### src/core/usr_pkg.sv
// Shared constants and the state type for the universal shift register
package usr_pkg;
  localparam int STAGES = 4;
  localparam int FIFO_DEPTH = 4;
  localparam logic [STAGES-1:0] STAGE_RST = 4'h0;
  localparam logic MODE_SHIFT = 1'b0;
  localparam logic MODE_LOAD = 1'b1;
  localparam logic CLK_IDLE_RST = 1'b0;
  localparam int FIRST_STAGE = 0;

  typedef struct packed {
    logic [STAGES-1:0] stage;
    logic sclk_d;
    logic lclk_d;
    logic pend;
    logic [STAGES-1:0] pend_word;
  } usr_state_t;
endpackage

### src/core/usr_strm_if.sv
// Valid/ready word stream between the register core and its FIFO
interface usr_strm_if #(
  parameter int WIDTH = 4
);
  logic valid;
  logic ready;
  logic [WIDTH-1:0] data;
  modport src (output valid, output data, input ready);
  modport snk (input valid, input data, output ready);
endinterface

### src/core/usr_fifo.sv
// Flip-flop FIFO with valid/ready on both sides
module usr_fifo #(
  parameter int WIDTH = 4,
  parameter int DEPTH = 4
) (
  input wire logic sys_clk,
  input wire logic rst,
  input wire logic ce,
  usr_strm_if.snk wr,
  output logic rd_valid,
  input wire logic rd_ready,
  output logic [WIDTH-1:0] rd_data
);
  localparam int AW = (DEPTH > 1) ? $clog2(DEPTH) : 1;
  localparam int CW = $clog2(DEPTH + 1);

  typedef struct packed {
    logic [DEPTH-1:0][WIDTH-1:0] mem;
    logic [AW-1:0] wp;
    logic [AW-1:0] rp;
    logic [CW-1:0] cnt;
  } usr_fifo_st_t;

  usr_fifo_st_t st_r;
  usr_fifo_st_t st_nxt;
  logic push;
  logic pop;

  function automatic logic [AW-1:0] usr_inc(input logic [AW-1:0] p);
    if (p == AW'(DEPTH - 1)) begin
      return '0;
    end
    return p + AW'(1);
  endfunction

  assign wr.ready = ce && (st_r.cnt != CW'(DEPTH));
  assign rd_valid = ce && (st_r.cnt != '0);
  assign rd_data = st_r.mem[st_r.rp];
  assign push = wr.valid && wr.ready;
  assign pop = rd_valid && rd_ready;

  always_comb begin
    st_nxt = st_r;
    if (push) begin
      st_nxt.mem[st_r.wp] = wr.data;
      st_nxt.wp = usr_inc(st_r.wp);
    end
    if (pop) begin
      st_nxt.rp = usr_inc(st_r.rp);
    end
    if (push && !pop) begin
      st_nxt.cnt = st_r.cnt + CW'(1);
    end else if (pop && !push) begin
      st_nxt.cnt = st_r.cnt - CW'(1);
    end
  end

  always_ff @(posedge sys_clk) begin
    if (rst) begin
      st_r <= '0;
    end else if (ce) begin
      st_r <= st_nxt;
    end
  end
endmodule

### src/core/usr_shift4.sv
// Four-stage universal shift register core with snapshot FIFO
// How it works
// Four stages always visible on four parallel outputs, one per stage.
// Mode low: shift right on shift-clock fall, serial bit enters first.
// Mode low: load clock and parallel inputs have no effect.
// Mode high: load-clock fall copies four parallel inputs into stages.
// Stages change only on a falling clock edge or later from a held update, never on rising.
// Outside logic wires outputs back for left shift in load mode.
// Outside logic keeps data settled before the active clock edge.
// Shift order first to last; last stage's old bit is dropped.
module usr_shift4 #(
  parameter int WIDTH = usr_pkg::STAGES,
  parameter int DEPTH = usr_pkg::FIFO_DEPTH
) (
  input wire logic sys_clk,
  input wire logic rst,
  input wire logic ce,
  input wire logic mode_load,
  input wire logic shift_clk,
  input wire logic load_clk,
  input wire logic serial_shift_in,
  input wire logic [WIDTH-1:0] parallel_in,
  output logic [WIDTH-1:0] stage_out,
  output logic stage_first_out,
  output logic busy,
  output logic snap_valid,
  input wire logic snap_ready,
  output logic [WIDTH-1:0] snap_data
);
  usr_pkg::usr_state_t st_r;
  usr_pkg::usr_state_t st_nxt;
  logic sfall;
  logic lfall;
  logic ev;
  logic [WIDTH-1:0] ev_word;

  usr_strm_if #(.WIDTH(WIDTH)) push_if ();

  usr_fifo #(.WIDTH(WIDTH), .DEPTH(DEPTH)) u_fifo (
    .sys_clk(sys_clk),
    .rst(rst),
    .ce(ce),
    .wr(push_if),
    .rd_valid(snap_valid),
    .rd_ready(snap_ready),
    .rd_data(snap_data)
  );

  // Stages drive the outputs straight from flip-flops
  assign stage_out = st_r.stage;
  assign stage_first_out = st_r.stage[usr_pkg::FIRST_STAGE];
  assign busy = st_r.pend;

  // Falling edges only
  assign sfall = st_r.sclk_d && !shift_clk;
  assign lfall = st_r.lclk_d && !load_clk;

  always_comb begin
    ev = 1'b0;
    ev_word = st_r.stage;
    if (mode_load == usr_pkg::MODE_SHIFT) begin
      // Load clock and parallel inputs ignored here
      ev = sfall;
      ev_word = {st_r.stage[WIDTH-2:0], serial_shift_in};
    end else if (lfall) begin
      ev = 1'b1;
      ev_word = parallel_in;
    end
  end

  always_comb begin
    st_nxt = st_r;
    st_nxt.sclk_d = shift_clk;
    st_nxt.lclk_d = load_clk;
    push_if.valid = 1'b0;
    push_if.data = ev_word;
    if (st_r.pend) begin
      // Held update waits for FIFO room
      push_if.valid = ce;
      push_if.data = st_r.pend_word;
      if (push_if.ready) begin
        st_nxt.stage = st_r.pend_word;
        st_nxt.pend = 1'b0;
      end
    end else if (ev) begin
      push_if.valid = ce;
      if (push_if.ready) begin
        st_nxt.stage = ev_word;
      end else begin
        st_nxt.pend = 1'b1;
        st_nxt.pend_word = ev_word;
      end
    end
  end

  always_ff @(posedge sys_clk) begin
    if (rst) begin
      st_r.stage <= usr_pkg::STAGE_RST;
      st_r.sclk_d <= usr_pkg::CLK_IDLE_RST;
      st_r.lclk_d <= usr_pkg::CLK_IDLE_RST;
      st_r.pend <= 1'b0;
      st_r.pend_word <= usr_pkg::STAGE_RST;
    end else if (ce) begin
      st_r <= st_nxt;
    end
  end

  a_shift_right: assert property (
    @(posedge sys_clk) disable iff (rst)
    ce && !st_r.pend && mode_load == usr_pkg::MODE_SHIFT && sfall
      && push_if.ready
    |=> stage_out == {$past(stage_out[WIDTH-2:0]), $past(serial_shift_in)})
  else $error("shift right result wrong");

  a_last_drop: assert property (
    @(posedge sys_clk) disable iff (rst)
    ce && !st_r.pend && !mode_load && sfall && push_if.ready
    |=> stage_out[WIDTH-1] == $past(stage_out[WIDTH-2]))
  else $error("shift order wrong");

  a_load_copy: assert property (
    @(posedge sys_clk) disable iff (rst)
    ce && !st_r.pend && mode_load && lfall && push_if.ready
    |=> stage_out == $past(parallel_in))
  else $error("parallel load missed");

  a_shift_ignores: assert property (
    @(posedge sys_clk) disable iff (rst)
    ce && !st_r.pend && !mode_load && !sfall
    |=> $stable(stage_out))
  else $error("change without shift edge");

  a_rise_no_change: assert property (
    @(posedge sys_clk) disable iff (rst)
    ce && !st_r.pend && !sfall && !lfall
    |=> stage_out == $past(stage_out))
  else $error("stage moved on no falling edge");

  a_freeze_ce: assert property (
    @(posedge sys_clk) disable iff (rst)
    !ce |=> $stable(stage_out) && $stable(busy))
  else $error("state moved with enable low");

  a_pend_apply: assert property (
    @(posedge sys_clk) disable iff (rst)
    ce && st_r.pend && push_if.ready
    |=> stage_out == $past(st_r.pend_word) && !busy)
  else $error("held update not applied");

  a_snap_match: assert property (
    @(posedge sys_clk) disable iff (rst)
    push_if.valid && push_if.ready |=> stage_out == $past(push_if.data))
  else $error("snapshot differs from stages");
endmodule

### config.mk
export PLATFORM = sky130hd
export DESIGN_NAME = usr_shift4
export DESIGN_NICKNAME = d
export VERILOG_FILES = /design/src/core/usr_pkg.sv /design/src/core/usr_strm_if.sv /design/src/core/usr_fifo.sv /design/src/core/usr_shift4.sv
export SDC_FILE = /design/constraint.sdc
export NUM_CORES = 1
export LEC_CHECK = 0
export BUFFER_PORTS_ARGS = -buffer_cell sky130_fd_sc_hd__buf_2
export CAP_MARGIN = 40
export CORE_ASPECT_RATIO = 0.75
export CORE_MARGIN = 2
export CORE_UTILIZATION = 52
export DETAILED_ROUTE_END_ITERATION = 8
export GPL_ROUTABILITY_DRIVEN = 0
export PLACE_DENSITY = 0.71
export RECOVER_POWER = 50
export SETUP_SLACK_MARGIN = 0.15
export SYNTH_ARGS = -nofsm -noshare
export SYNTH_HDL_FRONTEND = slang
export SYNTH_HIERARCHICAL = 1
export SYNTH_SLANG_ARGS = --single-unit
export TNS_END_PERCENT = 5
### constraint.sdc
create_clock -name sys_clk -period 2.4 [get_ports sys_clk]
set_input_delay 0.12 -clock sys_clk [delete_from_list [all_inputs] [get_ports sys_clk]]
set_output_delay 0.12 -clock sys_clk [all_outputs]
set_load 0.02 [all_outputs]
; After elaboration in Yosys (flattened, before gate mapping)
; Cells that the tools add are included.
[word_totals]
in_bits = 12
word_cells = 75
reg_bits = 34
out_inout_bits = 11
[op_classes]
n_bitwise = 2
n_lt_le_gt_ge = 3
n_eq_ne = 3
addsub = 4
n_mux = 30
reduce_logical = 21
[ops]
columns = cell, count
row1 = two-way mux 4 bit, 9
row2 = bitwise mux 16 bit, 1
row3 = two-way mux 1 bit, 10
row4 = two-way mux 5 bit, 2
row5 = logical AND 1 bit, 9
row6 = binary-select mux 4 bit (select 2 bit), 1
row7 = demux 4 bit (select 2 bit), 1
row8 = two-way mux 2 bit, 4
row9 = "< comparator 2 x 3 -> 1 bit, second input constant", 2
row10 = two-way mux 3 bit, 2
row11 = AND reduction 2 bit, 3
row12 = "adder 2 x 1 -> 2 bit, second input constant", 2
row13 = "== test 2 bit, second input constant", 2
row14 = logical NOT 1 bit, 4
row15 = AND reduction 4 bit, 1
row16 = nonzero test 2 bit, 2
row17 = "adder 3 x 1 -> 3 bit, second input constant", 1
row18 = "inequality test 3 bit, second input constant", 1
row19 = AND reduction 3 bit, 1
row20 = nonzero test 3 bit, 1
row21 = "subtractor 3 x 1 -> 3 bit, second input constant", 1
row22 = ">= comparator 2 x 1 -> 1 bit, second input constant", 1
row23 = NOT 1 bit, 2

; Logic depth before layout (Yosys ltp)
[logic_depth]
ltp_word = 11
ltp_mapped = 11
ltp_nobuf = 10

; By module
; Netlist, hierarchy kept.
[by_module_without_submodules]
columns = module, cells_each, seq_area_each_um2, area_per_inst_um2, n_inst
row1 = usr_fifo, 109, 460.4, 1177.4, 1
row2 = usr_shift4, 70, 220.2, 688.2, 1

; Worst setup path before layout
; No wires, ideal clock.
[synth_timing]
kind = register -> register
start = reg st_r[5] (netlist name)
end = reg u_fifo/st_r[2] in the netlist's numbering
setup_time_ns = 0.116
arrival_time_ns = 2.209
n_path_buf = 0
path_slack_ns = 0.075
stages_incl_launch_ff = 11
synth_period_minus_slack_ns = 2.325
required_time_ns = 2.284
cell_sequence = dfxtp_1 -> and3b_2 -> or2_2 -> o21a_1 -> and3_1 -> ha_1 -> inv_1 -> fa_1 -> xnor2_1 -> a21oi_1 -> a31o_2
[synth_lines]
columns = item, line
row1 = "end signal, assigned", usr_fifo.sv:62  ; st_r <= st_nxt;
row2 = "end, declared", usr_fifo.sv:24  ; usr_fifo_st_t st_r;

==> results.yml <==
yosys:
  synthTopCellsByArea: "dfxtp_1 36%, mux2i_1 13%, nand2b_1 8.0%, mux4_2 4.8%, ha_1 4.0%"
  synth_edf_count: 0
  synth_cell_type_count: 41
  netlist_instances: 179
  synth.largest_area_cell: "dfxtp_1"
  ys.flop_type: "dfxtp_1"
  yosys_warnings: 6
  netlist.area_leader.share: 0.3649
  synth_nets: 198
  synth_area_sq_mm: 0.001866
  yosysSeqAreaShare: 0.3649
  ys_ff_latch: 34
  synth-async-reset-ratio: 0
  avgSynthCellArea_sq_um: 10.42
critical_path:
  crit_type: "reg2reg"
  worstPathArrival_ns: 2.40
  ff2ff_setup_slack_ns: 0.19
  worstPathRequired_ns: 2.59
  path_delay_family: "simple AND/OR/NAND/NOR gates"
  worst-path-max-fanout: 7
  crit_chain: "and3b_1 > or2_4 > o21a_1 > and3_4 > ha_4 > inv_2 > fa_2 > xnor2_1 > a21oi_1 > a31o_2"
  cp_slowest_stage_delay_ns: 0.38
  critPathCaptureType: "flip-flop"
  r2r-end: "u_fifo/st_r[2]$_SDFFE_PP0P_"
  rr_startpoint: "st_r[5]$_SDFFE_PP0P_"
  path_buf_inv: 1
  slowest_stage: "dfxtp_4"
  r2r_cells: 10
  critPathLaunchType: "flip-flop"
min_path:
  hold_class: "in2reg"
  worstHoldEndpoint: "st_r[6]$_SDFFE_PP0P_"
  hold_depth: 3
  hold_start: "shift_clk"
clock_network:
  cts_buffers: 5
  cts_max_level: 2
  cts_hold_buf: 0
  clock_path_buffers: 2
  cts_tree: "done"
  cts.clk_slew.worst_paths_ns: 0.07
  root_buffer: "clkbuf_8"
  clk_latency_ns: 0.29
  clock-sinks: 34
timing:
  final-max-slew-violation-count: 0
  tns_ns: 0
  clock.fmax_ghz: 0.4524
  setup_viol: 0
  timing.final.crit_share: 0.9209
  final_hold_viol_count: 0
  worstMarginPinSlew_ns: 1.046
  fin_crit_ns: 2.210
  skew_ns: 0.004498
  relSlewSlack: 0.2918
  rsz0062_at_grt: "true"
grt:
  grt-ovfl-total: 0
  grt_pass1_vias: 1350
  grt_start_max_net_pins: 39
  grt_usage: 0.2031
  grt_pass1_wl_mm: 6.389
  antenna_found_initial: 0
cells_and_area:
  fill_cells: 285
  drive_gt1_frac: 0.2079
  diodes: 0
  fin_nets: 221
  synthToLayoutAreaGrowth_pct: 12.54
  final_util: 0.6257
floorplanning:
  core_area_sq_mm: 0.003356
  die_h_um: 55.87
  die_width_um: 73.16
  dieArea_sq_mm: 0.004087
  start_util: 0.5559
  std_cell_rows: 18
  io_pins: 23
placement:
  portBuffers: 22
  dpl.hpwl_mm: 2.737
pwr:
  powerDensity_mw_per_mm2: 586.7
  pwr-share-comb: 0.092
  swShare: 0.2246
  p_leak_nw: 0.9475
  p_switching_uw: 276.6
  internal_power_uw: 955.0
  p_seq_frac: 0.472
  clkPwrFrac: 0.436
  ir_worst_vdd_mv: 0.3712
route:
  vias: 1367
  ant_nets: 0
  wl_per_cell_um: 15.74
  viasPerCell: 5.649
  drt_wl_total_mm: 3.809
  dr.pass1.iters: 4
  drt_iter0_drc: 68
  drcViolationCount: 0
run:
  maxCapViolations: 0
outcome:
  status: "finished clean"
-- synth_stat cells (all sizes together) (2+ instances only) --
cell type  count
mux4           4
xnor2          2
mux2i         25
nand4          4
ha             6
o211a          4
a311oi         4
dfxtp         34
a21oi          2
mux2           4
inv            9
nand2b        24
buf            8
o311ai         2
clkbuf         5
nand2          6
nor2          15
and4bb         4
-- area by class of cell --
type | instances | area [sq um] | share of cell area
multi-input combinational | 123 | 1075 | 0.5119
sequential | 34 | 684.4 | 0.3260
timing repair buffer | 29 | 143.9 | 0.06853
clock buffer | 6 | 82.58 | 0.03933
tap | 40 | 50.05 | 0.02384
inverter | 9 | 33.78 | 0.01609
clock inverter | 1 | 30.03 | 0.01430
-- flip-flops by register name, indices dropped and copies added, names as in the netlist --
signal / flops
u_fifo/st_r: 23
st_r: 6
stage_out: 4
busy: 1
-- worst reg2reg max path, cell delays in order, from the launching register on --
cell and delay (ns):
dfxtp_4 0.38, and3b_1 0.22, or2_4 0.14, o21a_1 0.14
and3_4 0.22, ha_4 0.15, inv_2 0.04, fa_2 0.33
xnor2_1 0.19, a21oi_1 0.09, a31o_2 0.22
-- how the worst max path moves through the flow --
stage | startpoint | to | slack [ns] | cells after the start
final | st_r[5]$_SDFFE_PP0P_ | u_fifo/st_r[2]$_SDFFE_PP0P_ | 0.19 | 10
after global routing | st_r[5]$_SDFFE_PP0P_ | u_fifo/st_r[2]$_SDFFE_PP0P_ | 0.10 | 10
after CTS | st_r[5]$_SDFFE_PP0P_ | u_fifo/st_r[2]$_SDFFE_PP0P_ | 0.15 | 10
after detailed placement | mode_load | u_fifo/st_r[2]$_SDFFE_PP0P_ | 0.14 | 11
after global placement | mode_load | u_fifo/st_r[2]$_SDFFE_PP0P_ | 0.22 | 11
after floorplan | st_r[6]$_SDFFE_PP0P_ | u_fifo/st_r[2]$_SDFFE_PP0P_ | 0.18 | 10
-- power groups by stage --
stage | logic [mW] | clock network (mW) | registers (mW)
floorplan | 0.0854 | 0 | 0.593
global placement | 0.110 | 0 | 0.593
CTS | 0.115 | 0.548 | 0.581
finish | 0.113 | 0.538 | 0.581
detailed placement | 0.114 | 0 | 0.594
global route | 0.125 | 0.579 | 0.582
-- timing repair --
action	in CTS	in global routing
gates resized for setup	0	2
setup buffers	1	3
pin swaps	0	0
setup endpoints to repair	1	2
-- layer usage --
| layer | vias to the layer above | GRT usage | wire length (um) |
|---|---|---|---|
| met5 | - | 0 | 0 |
| met4 | 0 | 0.08466 | 61 |
| met3 | 10 | 0.06159 | 153 |
| met2 | 23 | 0.2870 | 1693 |
| met1 | 658 | 0.2843 | 1900 |
| li1 | 676 | - | - |
-- metrics by stage --
step	hold slack, ns	instances	cell area (sq um)	worst slack (ns)	total power [mW]
floorplan	0.2672	179	1889	0.1814	0.6783
detailed placement	0.4271	231	1992	0.1404	0.7081
global route	0.1563	242	2100	0.1013	1.285
finish	0.1423	242	2100	0.1898	1.232
global placement	0.4170	231	1992	0.2203	0.7033
CTS	0.1314	239	2112	0.1513	1.244
-- cells in the final DEF, fill, tap and decap left out, types with 2 or more instances in the layout --
master    synthesis  layout
dfxtp_1          34      33
mux2i_1          25      25
nand2b_1         24      24
nor2_1           15      15
clkbuf_1          5      13
buf_2             1      10
inv_1             9       8
nand2_1           6       6
clkbuf_8          0       6
buf_4             4       5
ha_1              6       5
and4bb_1          4       4
o211a_1           4       4
mux4_2            4       4
nand4_1           4       4
a311oi_1          3       3
mux2_2            3       3
xnor2_1           2       2
a21oi_1           2       2
-- cell families (layout without fill, tap and decap cells) --
group           after synthesis  in the layout  share of synthesized area
buf+inv                      22             45                    0.06103
simple gates                 63             63                     0.2086
mux                          33             33                     0.2086
xor+xnor                      2              2                   0.009391
fa+ha+maj                     7              7                    0.05097
compound gates               18             18                    0.09659
flops                        34             34                     0.3649
Note: power is estimated with default switching activity, not from simulation.
